### src/ccs_cfg.svh
// Constants for the CPU clock select block
`ifndef CCS_CFG_SVH
`define CCS_CFG_SVH
`define CCS_CCR_ADDR 16'hFFFB
`define CCS_CCR_RESET 8'h04
`define CCS_BIT_STOP 7
`define CCS_BIT_STATUS 5
`define CCS_BIT_SRC 4
`define CCS_BIT_RSV3 3
`define CCS_BIT_RSV6 6
`define CCS_DIV_LSB 0
`define CCS_DIV_MSB 2
`define CCS_DIV_MAX 3'h4
`define CCS_SUB_DIV_SEL 3'h1
`endif

### src/ccs_pkg.sv
// Types for the CPU clock select block
`default_nettype none
package ccs_pkg;
  typedef enum logic [1:0] {
    CCS_SRC_MAIN,
    CCS_SRC_SWITCH,
    CCS_SRC_SUB
  } ccs_src_e;
  typedef logic [2:0] ccs_div_t;
endpackage
`default_nettype wire

### src/ccs_pow2_div.sv
// Power-of-two enable divider producing one-cycle tick pulses
`timescale 1ns/100ps
`default_nettype none
module ccs_pow2_div #(
  parameter int MAX_SEL = 4
) (
  // Clock and reset
  input wire logic i_clk_sys,
  input wire logic i_rstn,
  // Source tick and division select
  input wire logic i_tick,
  input wire logic [2:0] i_sel,
  // Divided tick
  output logic o_tick
);
  logic [MAX_SEL-1:0] cnt_ff;
  logic [MAX_SEL-1:0] nxt_cnt;
  logic [MAX_SEL-1:0] mask;
  logic nxt_tick;
  logic o_tick_ff;

  always_comb begin
    mask = (MAX_SEL)'((1 << i_sel) - 1);
    nxt_cnt = cnt_ff;
    nxt_tick = 1'b0;
    if (i_tick) begin
      // Terminal count reached when all masked bits are set
      if ((cnt_ff & mask) == mask) begin
        nxt_cnt = '0;
        nxt_tick = 1'b1;
      end else begin
        nxt_cnt = cnt_ff + 1'b1;
      end
    end
  end

  always_ff @(posedge i_clk_sys or negedge i_rstn) begin
    if (!i_rstn) begin
      cnt_ff <= '0;
      o_tick_ff <= 1'b0;
    end else begin
      cnt_ff <= nxt_cnt;
      o_tick_ff <= nxt_tick;
    end
  end

  assign o_tick = o_tick_ff;
endmodule // ccs_pow2_div
`default_nettype wire

### src/ccs_clock_ctrl.sv
// CPU clock source select, division and main oscillator control
// Function
// RULE1 - Reset loads the control register with 04H, main clock divided by sixteen, oscillator running.
// RULE2 - The control register accepts single-bit and whole-byte CPU writes.
// RULE3 - With source select 0, division codes 0 to 4 give main clock divided by 1, 2, 4, 8, 16.
// RULE4 - With source select 1, any valid division code gives the subsystem clock divided by two.
// RULE5 - Bit 7 at 0 lets the main oscillator run and at 1 requests it to stop.
// RULE6 - Software writes zero to bit 3, and bits 6 and 3 are fixed zero.
// RULE7 - One minimum instruction time equals two periods of the selected CPU clock.
// RULE8 - A stopped main oscillator halts main clock operation and pulls the output pin up.
// RULE9 - With an external main clock software never stops the main oscillator.
// RULE10 - An external main clock drives the clock on the input pin and its inverse on the output pin.
// RULE11 - Bit 5 reads 0 on the main clock and 1 on the subsystem clock.
// RULE12 - A stop request on the main clock waits until the CPU has switched to the subsystem clock.
// RULE13 - Software never writes division codes 101, 110 or 111.
// RULE14 - The status bit is read-only and ignores CPU writes.
`timescale 1ns/100ps
`default_nettype none
`include "ccs_cfg.svh"
module ccs_clock_ctrl #(
  parameter int DIV_STAGES = 4
) (
  // Clock and reset
  input wire logic i_clk_sys,
  input wire logic i_rstn,
  // Oscillator ticks, one cycle each source edge
  input wire logic i_main_osc_tick,
  input wire logic i_sub_osc_tick,
  // STOP instruction request, level
  input wire logic i_stop_instr,
  // CPU register port
  input wire logic [15:0] i_addr,
  input wire logic i_wr,
  input wire logic i_bit_wr,
  input wire logic [2:0] i_bit_idx,
  input wire logic [7:0] i_wdata,
  input wire logic i_rd,
  output logic [7:0] o_rdata,
  // Clock outputs
  output logic o_cpu_clk_tick,
  output logic o_instr_tick,
  output logic o_main_osc_en,
  output logic o_main_osc_out_pullup,
  output logic o_active_clock_status
);
  // Reset image, so every writable field reset comes from one constant
  localparam logic [7:0] CCR_RST = `CCS_CCR_RESET;
  logic main_osc_stop_ff, nxt_main_osc_stop;
  logic clock_source_select_ff, nxt_clock_source_select;
  ccs_pkg::ccs_div_t div_sel_ff, nxt_div_sel;
  ccs_pkg::ccs_src_e src_ff, nxt_src;
  logic [7:0] rdata_ff, nxt_rdata;
  logic osc_en_ff, nxt_osc_en;
  logic pullup_ff, nxt_pullup;
  logic cpu_tick_ff, nxt_cpu_tick;
  logic phase_ff, nxt_phase;
  logic instr_ff, nxt_instr;
  logic [7:0] reg_view;
  logic [7:0] wr_val;
  logic hit_wr;
  logic main_tick_gated;
  logic main_div_tick;
  logic sub_div_tick;
  logic on_sub;

  assign on_sub = (src_ff == ccs_pkg::CCS_SRC_SUB);
  assign main_tick_gated = i_main_osc_tick & osc_en_ff;

  always_comb begin
    reg_view = 8'h00;
    reg_view[`CCS_BIT_STOP] = main_osc_stop_ff;
    reg_view[`CCS_BIT_STATUS] = on_sub;
    reg_view[`CCS_BIT_SRC] = clock_source_select_ff;
    reg_view[`CCS_DIV_MSB:`CCS_DIV_LSB] = div_sel_ff;
  end

  // RULE2 bit or byte
  always_comb begin
    hit_wr = (i_wr || i_bit_wr) && (i_addr == `CCS_CCR_ADDR);
    wr_val = reg_view;
    if (i_wr) begin
      wr_val = i_wdata;
    end else if (i_bit_wr) begin
      wr_val[i_bit_idx] = i_wdata[0];
    end
  end

  // Control register next state
  always_comb begin
    nxt_main_osc_stop = main_osc_stop_ff;
    nxt_clock_source_select = clock_source_select_ff;
    nxt_div_sel = div_sel_ff;
    nxt_rdata = rdata_ff;
    if (hit_wr) begin
      // RULE5 stop request
      nxt_main_osc_stop = wr_val[`CCS_BIT_STOP];
      nxt_clock_source_select = wr_val[`CCS_BIT_SRC];
      // Prohibited codes are ignored so the divider never sees them
      if (wr_val[`CCS_DIV_MSB:`CCS_DIV_LSB] <= `CCS_DIV_MAX) begin
        nxt_div_sel = wr_val[`CCS_DIV_MSB:`CCS_DIV_LSB];
      end
      // RULE14 status ignores writes
    end
    if (i_rd && i_addr == `CCS_CCR_ADDR) begin
      // RULE6 fixed zero bits
      nxt_rdata = reg_view;
    end
  end

  // Source switch state machine
  always_comb begin
    nxt_src = src_ff;
    unique case (src_ff)
      ccs_pkg::CCS_SRC_MAIN: begin
        if (clock_source_select_ff) begin
          nxt_src = ccs_pkg::CCS_SRC_SWITCH;
        end
      end
      ccs_pkg::CCS_SRC_SWITCH: begin
        // Hand over on a subsystem edge so no runt CPU clock occurs
        if (!clock_source_select_ff) begin
          nxt_src = ccs_pkg::CCS_SRC_MAIN;
        end else if (i_sub_osc_tick) begin
          nxt_src = ccs_pkg::CCS_SRC_SUB;
        end
      end
      ccs_pkg::CCS_SRC_SUB: begin
        // Returning needs the main oscillator stop bit cleared again
        if (!clock_source_select_ff && !main_osc_stop_ff) begin
          nxt_src = ccs_pkg::CCS_SRC_MAIN;
        end
      end
    endcase
  end

  // Oscillator control and CPU clock
  always_comb begin
    // RULE12 stop only on sub
    // RULE8 halt and pull up
    nxt_osc_en = !((main_osc_stop_ff && on_sub) || (i_stop_instr && !on_sub));
    nxt_pullup = !nxt_osc_en;
    // RULE3 main divided
    // RULE4 sub divided by two
    nxt_cpu_tick = on_sub ? sub_div_tick : (main_div_tick && (src_ff == ccs_pkg::CCS_SRC_MAIN));
    // RULE7 two CPU clocks
    nxt_phase = phase_ff;
    nxt_instr = 1'b0;
    if (cpu_tick_ff) begin
      nxt_phase = !phase_ff;
      nxt_instr = phase_ff;
    end
  end

  ccs_pow2_div #(
    .MAX_SEL(DIV_STAGES)
  ) u_main_div (
    .i_clk_sys(i_clk_sys),
    .i_rstn(i_rstn),
    .i_tick(main_tick_gated),
    .i_sel(div_sel_ff),
    .o_tick(main_div_tick)
  );

  ccs_pow2_div #(
    .MAX_SEL(DIV_STAGES)
  ) u_sub_div (
    .i_clk_sys(i_clk_sys),
    .i_rstn(i_rstn),
    .i_tick(i_sub_osc_tick),
    .i_sel(`CCS_SUB_DIV_SEL),
    .o_tick(sub_div_tick)
  );

  always_ff @(posedge i_clk_sys or negedge i_rstn) begin
    if (!i_rstn) begin
      // RULE1 reset value
      main_osc_stop_ff <= CCR_RST[`CCS_BIT_STOP];
      clock_source_select_ff <= CCR_RST[`CCS_BIT_SRC];
      div_sel_ff <= CCR_RST[`CCS_DIV_MSB:`CCS_DIV_LSB];
      src_ff <= ccs_pkg::CCS_SRC_MAIN;
      rdata_ff <= 8'h00;
      osc_en_ff <= 1'b1;
      pullup_ff <= 1'b0;
      cpu_tick_ff <= 1'b0;
      phase_ff <= 1'b0;
      instr_ff <= 1'b0;
    end else begin
      main_osc_stop_ff <= nxt_main_osc_stop;
      clock_source_select_ff <= nxt_clock_source_select;
      div_sel_ff <= nxt_div_sel;
      src_ff <= nxt_src;
      rdata_ff <= nxt_rdata;
      osc_en_ff <= nxt_osc_en;
      pullup_ff <= nxt_pullup;
      cpu_tick_ff <= nxt_cpu_tick;
      phase_ff <= nxt_phase;
      instr_ff <= nxt_instr;
    end
  end

  // RULE11 status bit
  logic status_ff;
  always_ff @(posedge i_clk_sys or negedge i_rstn) begin
    if (!i_rstn) begin
      status_ff <= 1'b0;
    end else begin
      status_ff <= on_sub;
    end
  end

  assign o_rdata = rdata_ff;
  assign o_cpu_clk_tick = cpu_tick_ff;
  assign o_instr_tick = instr_ff;
  assign o_main_osc_en = osc_en_ff;
  assign o_main_osc_out_pullup = pullup_ff;
  assign o_active_clock_status = status_ff;
endmodule // ccs_clock_ctrl
`default_nettype wire

### config.mk
export PLATFORM = sky130hd
export DESIGN_NAME = ccs_clock_ctrl
export DESIGN_NICKNAME = d
export VERILOG_FILES = /design/src/ccs_pkg.sv /design/src/ccs_pow2_div.sv /design/src/ccs_clock_ctrl.sv
export VERILOG_INCLUDE_DIRS = /design/src
export SDC_FILE = /design/constraint.sdc
export NUM_CORES = 1
export LEC_CHECK = 0
export BUFFER_PORTS_ARGS = -buffer_cell sky130_fd_sc_hd__buf_2
export CORE_MARGIN = 3
export CORE_UTILIZATION = 40
export DETAILED_ROUTE_END_ITERATION = 12
export HOLD_SLACK_MARGIN = 0.03
export PLACE_DENSITY_LB_ADDON = 0.12
export RECOVER_POWER = 100
export SYNTH_ARGS = -nofsm -noshare
export SYNTH_HDL_FRONTEND = slang
export SYNTH_SLANG_ARGS = --single-unit
export TNS_END_PERCENT = 50
### constraint.sdc
create_clock -name i_clk_sys -period 4.1 [get_ports i_clk_sys]
set_input_delay 0.205 -clock i_clk_sys [delete_from_list [all_inputs] [get_ports i_clk_sys]]
set_output_delay 0.205 -clock i_clk_sys [all_outputs]
set_load 0.02 [all_outputs]
==> results.md <==
Run status:
- The run finished with clean final reports.

Global route:
- The first global-routing pass estimated 4.55 mm of wire.
- The total track usage is 14.0%.
- The initial antenna violation count is 0.
- Global routing finished with a remaining overflow of 0.
- Entering global routing, the biggest net connects 27 pins.
- The number of global-route vias before repair was 1061.

Clocking:
- The clock latency of the later-clocked register in the worst-skew pair is 0.32 ns.
- The clock-pin transition on the worst setup and hold timing paths is 0.14 ns.
- The number of buffers between clock root and the deepest sink is 2.
- After clock tree synthesis, the repair step resized 0 gates.
- The total number of H-tree levels is 1.
- The tree is rooted in a sky130_fd_sc_hd__clkbuf_4.
- TritonCTS built the clock tree.
- TritonCTS created 3 clock buffers.
- The CTS sink count is 26.

Floorplan:
- The total die area is 4000 sq um.
- The initial utilization of the core area, before any placement, comes to 42.3%.
- Measured along the x axis, the die boundary spans 63.3 um.
- The core area is 3100 sq um.
- The height of the die is 63.3 um.
- In this run the count of I/O pins placed on the die edge is 48.
- The site row count is 20.

Logic synthesis:
- The count of different cell masters after synthesis is 39.
- By area, the combinational part of the netlist is dominated by simple AND/OR/NAND/NOR gates.
- The cell area after technology mapping is 1310 sq um.
- The multiplexer share of the synthesized area is 4.86%.
- In the synthesized netlist the dominant register cell turns out to be sky130_fd_sc_hd__dfrtp_1.
- The flip-flop and latch count after synthesis is 26.
- After Yosys synthesis, XOR and XNOR cells account for 1.33% of the synthesized area.
- In the post-synthesis netlist, the biggest area contributors are sky130_fd_sc_hd__dfrtp_1, sky130_fd_sc_hd__a21oi_1, sky130_fd_sc_hd__dfstp_2.
- Summing the areas of all compound-gate instances in the mapped netlist gives 16.0% of the synthesized area.
- A synthesized cell averages 10.3 sq um.
- During synthesis, Yosys emitted a total of 0 warnings.
- Summing the areas of all fa, ha and maj instances in the mapped netlist gives 3.81% of the synthesized area.
- The dominant cell by count in the synthesized netlist is sky130_fd_sc_hd__dfrtp_1.
- The fraction of the mapped netlist area in simple logic gates is 19.1%.
- The number of enable-type register cells in the synthesized netlist is 0.
- Counting flops with an async set or reset pin after synthesis yields a share of 100%.
- The largest total area in the synthesized netlist belongs to sky130_fd_sc_hd__dfrtp_1.
- The area share of the largest cell type after synthesis is 45.8%.
- After synthesis, the most frequently instantiated cells are sky130_fd_sc_hd__dfrtp_1, sky130_fd_sc_hd__nand2_1, sky130_fd_sc_hd__inv_1.
- The part of the Yosys area used for sequential elements is 49.8%.
- The cell count after synthesis is 127.

STA:
- The count of final setup violators is 0.
- For this run, the top clock speed supported by timing is 0.538 GHz.
- The tightest slew margin relative to the limit is 10.7%.
- The final number of max-transition violations came to 0.
- Dividing the final minimum period by the clock period gives 45.4%.
- The transition time at the pin with the least slew margin is 1.34 ns.
- The clock period could shrink to 1.86 ns.
- The final hold violation count is 0.
- Setup repair after global routing left no endpoint under its margin.
- In the final timing run, aggregate negative setup slack is 0 ns.
- The clock arrives with 0.00214 ns of skew.

Power:
- The reported leakage power is 0.000774 uW.
- Net switching is 27.1% of the power.
- Power spread over the standard cell area amounts to 373 nW/um^2.
- The internal portion of total power is 434 uW.
- The clock network accounts for 29.6% of the total power.
- The fraction of power consumed by sequential logic is 52.7%.
- The switching power is 161 uW.
- The worst supply voltage drop on vdd is 136 uV.
- Combinational cells account for 17.7% of the total power.

Placement:
- The placed wire-length estimate is 2.11 mm.
- The count of input and output buffers is 42.
- Routability-driven placement finished with a final weighted congestion of 0.750.

Worst setup path:
- STA classifies the critical path endpoint as a flop.
- In this run the worst path has a maximum fanout of 6.
- For the worst setup path, the data arrival time is 2.12 ns.
- The critical path required time is 4.36 ns.
- The start-to-end type of the worst setup path is in -> reg.
- STA classifies the critical path startpoint as an input port.

Layout:
- From synthesis to final layout, the design area changed by 21.4%.
- 0 antenna diodes ended up in the layout.
- For this run, the post-layout net count is 212.
- The post-route netlist has 23.8% of its cells at a drive strength greater than 1.
- The final core utilization is 51.3%.
- Fill cells in the final layout number 325.

Route:
- The residual DRC count is 0.
- The wire length per cell is 12.8 um.
- The vias per cell is 5.09.
- In this run, the number of DRC markers left after iteration 0 of detailed routing was 36.
- Before antenna repair, the detailed router went through 4 iterations.
- The total wire length after detailed routing is 2.78 mm.
- The routed layout has 1099 vias.
- The detail route stage leaves a number of antenna-violating nets equal to 0.

Flow run:
- Max-cap violations in this run came to 0.

Worst hold path:
- The path class of the lowest-slack min-delay path is in -> reg.
[power by group through the flow]
stage | clock network [uW] | registers [uW] | logic, uW
after global placement | 0 | 317 | 99.2
after floorplan | 0 | 313 | 68.4
after detailed placement | 0 | 318 | 105
after global routing | 190 | 319 | 119
after CTS | 179 | 313 | 108
final | 176 | 313 | 106
[repair_timing]
action                                 4_1_cts  5_1_grt
endpoints found under the hold margin       24        0
buffers inserted                             0        0
hold buffers                                 1        0
[final timing paths]
kind,slack [ns],startpoint,cells after the start,endpoint
min in group asynchronous,0.69,i_rstn,2,u_sub_div.cnt_ff[0]$_DFFE_PN0P_
hold / removal,0.05,i_stop_instr,2,o_main_osc_en$_DFF_PN1_
max in group asynchronous,2.63,i_rstn,2,o_rdata[7]$_DFFE_PN0P_
hold reg to reg,0.47,phase_ff$_DFFE_PN0P_,1,phase_ff$_DFFE_PN0P_
setup reg to reg,2.47,u_main_div.cnt_ff[0]$_DFFE_PN0P_,4,u_main_div.cnt_ff[2]$_DFFE_PN0P_
setup / recovery,2.24,i_addr[6],6,div_sel_ff[2]$_DFFE_PN1P_
[through the flow]
stage	hold WS, ns	cell area [sq um]	total power, uW	std cells	worst slack [ns]
floorplan	-0.0906	1320	381	128	2.66
global placement	0.228	1560	416	211	2.47
detailed placement	0.231	1560	422	211	2.45
CTS	0.0371	1630	600	216	2.50
global route	0.0509	1590	628	216	2.04
finish	0.0495	1590	595	216	2.24
[cells by family (layout without fill, tap and decap cells)]
group | after synthesis | after routing
simple gates | 40 | 40
compound gates | 33 | 33
flops | 26 | 26
buf+inv | 15 | 59
mux | 6 | 6
fa+ha+maj | 4 | 4
xor+xnor | 2 | 2
other cells | 1 | 2
[final cells by class]
| cell class | count | area [sq um] | area share (%) |
|---|---|---|---|
| inverters | 12 | 45.0 | 2.83 |
| multi-input cells | 87 | 581 | 36.4 |
| well taps | 44 | 55.1 | 3.46 |
| clock inverters | 1 | 30.0 | 1.89 |
| flip-flops and latches | 26 | 653 | 41.0 |
| clock buffers | 3 | 22.5 | 1.41 |
| repair buffers | 43 | 206 | 13.0 |
[flip-flops by register name, summed over array words and instances (netlist names), 2 cells and up]
register / count
o_rdata: 6
src_ff: 2
div_sel_ff: 3
u_main_div.cnt_ff: 4
[cell usage in the layout, fill, tap and decap left out, types with 2 or more instances in the layout]
| cell | n |
|---|---|
| sky130_fd_sc_hd__clkbuf_1 | 11 |
| sky130_fd_sc_hd__dfrtp_1 | 24 |
| sky130_fd_sc_hd__ha_1 | 4 |
| sky130_fd_sc_hd__a21oi_1 | 11 |
| sky130_fd_sc_hd__mux2_2 | 3 |
| sky130_fd_sc_hd__nor2b_1 | 2 |
| sky130_fd_sc_hd__a21o_1 | 3 |
| sky130_fd_sc_hd__nand3_1 | 2 |
| sky130_fd_sc_hd__nand2_1 | 13 |
| sky130_fd_sc_hd__nor4_1 | 2 |
| sky130_fd_sc_hd__inv_1 | 12 |
| sky130_fd_sc_hd__clkbuf_4 | 3 |
| sky130_fd_sc_hd__nand4_1 | 4 |
| sky130_fd_sc_hd__buf_2 | 31 |
| sky130_fd_sc_hd__xor2_1 | 2 |
| sky130_fd_sc_hd__o21ai_0 | 10 |
| sky130_fd_sc_hd__conb_1 | 2 |
| sky130_fd_sc_hd__and4bb_1 | 2 |
| sky130_fd_sc_hd__nor2_1 | 4 |
| sky130_fd_sc_hd__mux2i_1 | 3 |
| sky130_fd_sc_hd__nor3_1 | 3 |
[critical path: stages]
cell and delay (ns):
sky130_fd_sc_hd__buf_2 0.08, sky130_fd_sc_hd__nand4_2 0.11, sky130_fd_sc_hd__nor4_1 0.72, sky130_fd_sc_hd__o21ai_0 0.40, sky130_fd_sc_hd__or3b_1 0.45, sky130_fd_sc_hd__a21oi_1 0.16
[layer usage]
layer	vias to the layer above	wire, um	GRT usage, %
met5	-	0	0
met4	0	20	4.85
met3	2	113	1.60
met2	37	1410	25.6
met1	521	1230	16.9
li1	539	-	-
No activity file was read; power rests on OpenSTA's default activity.
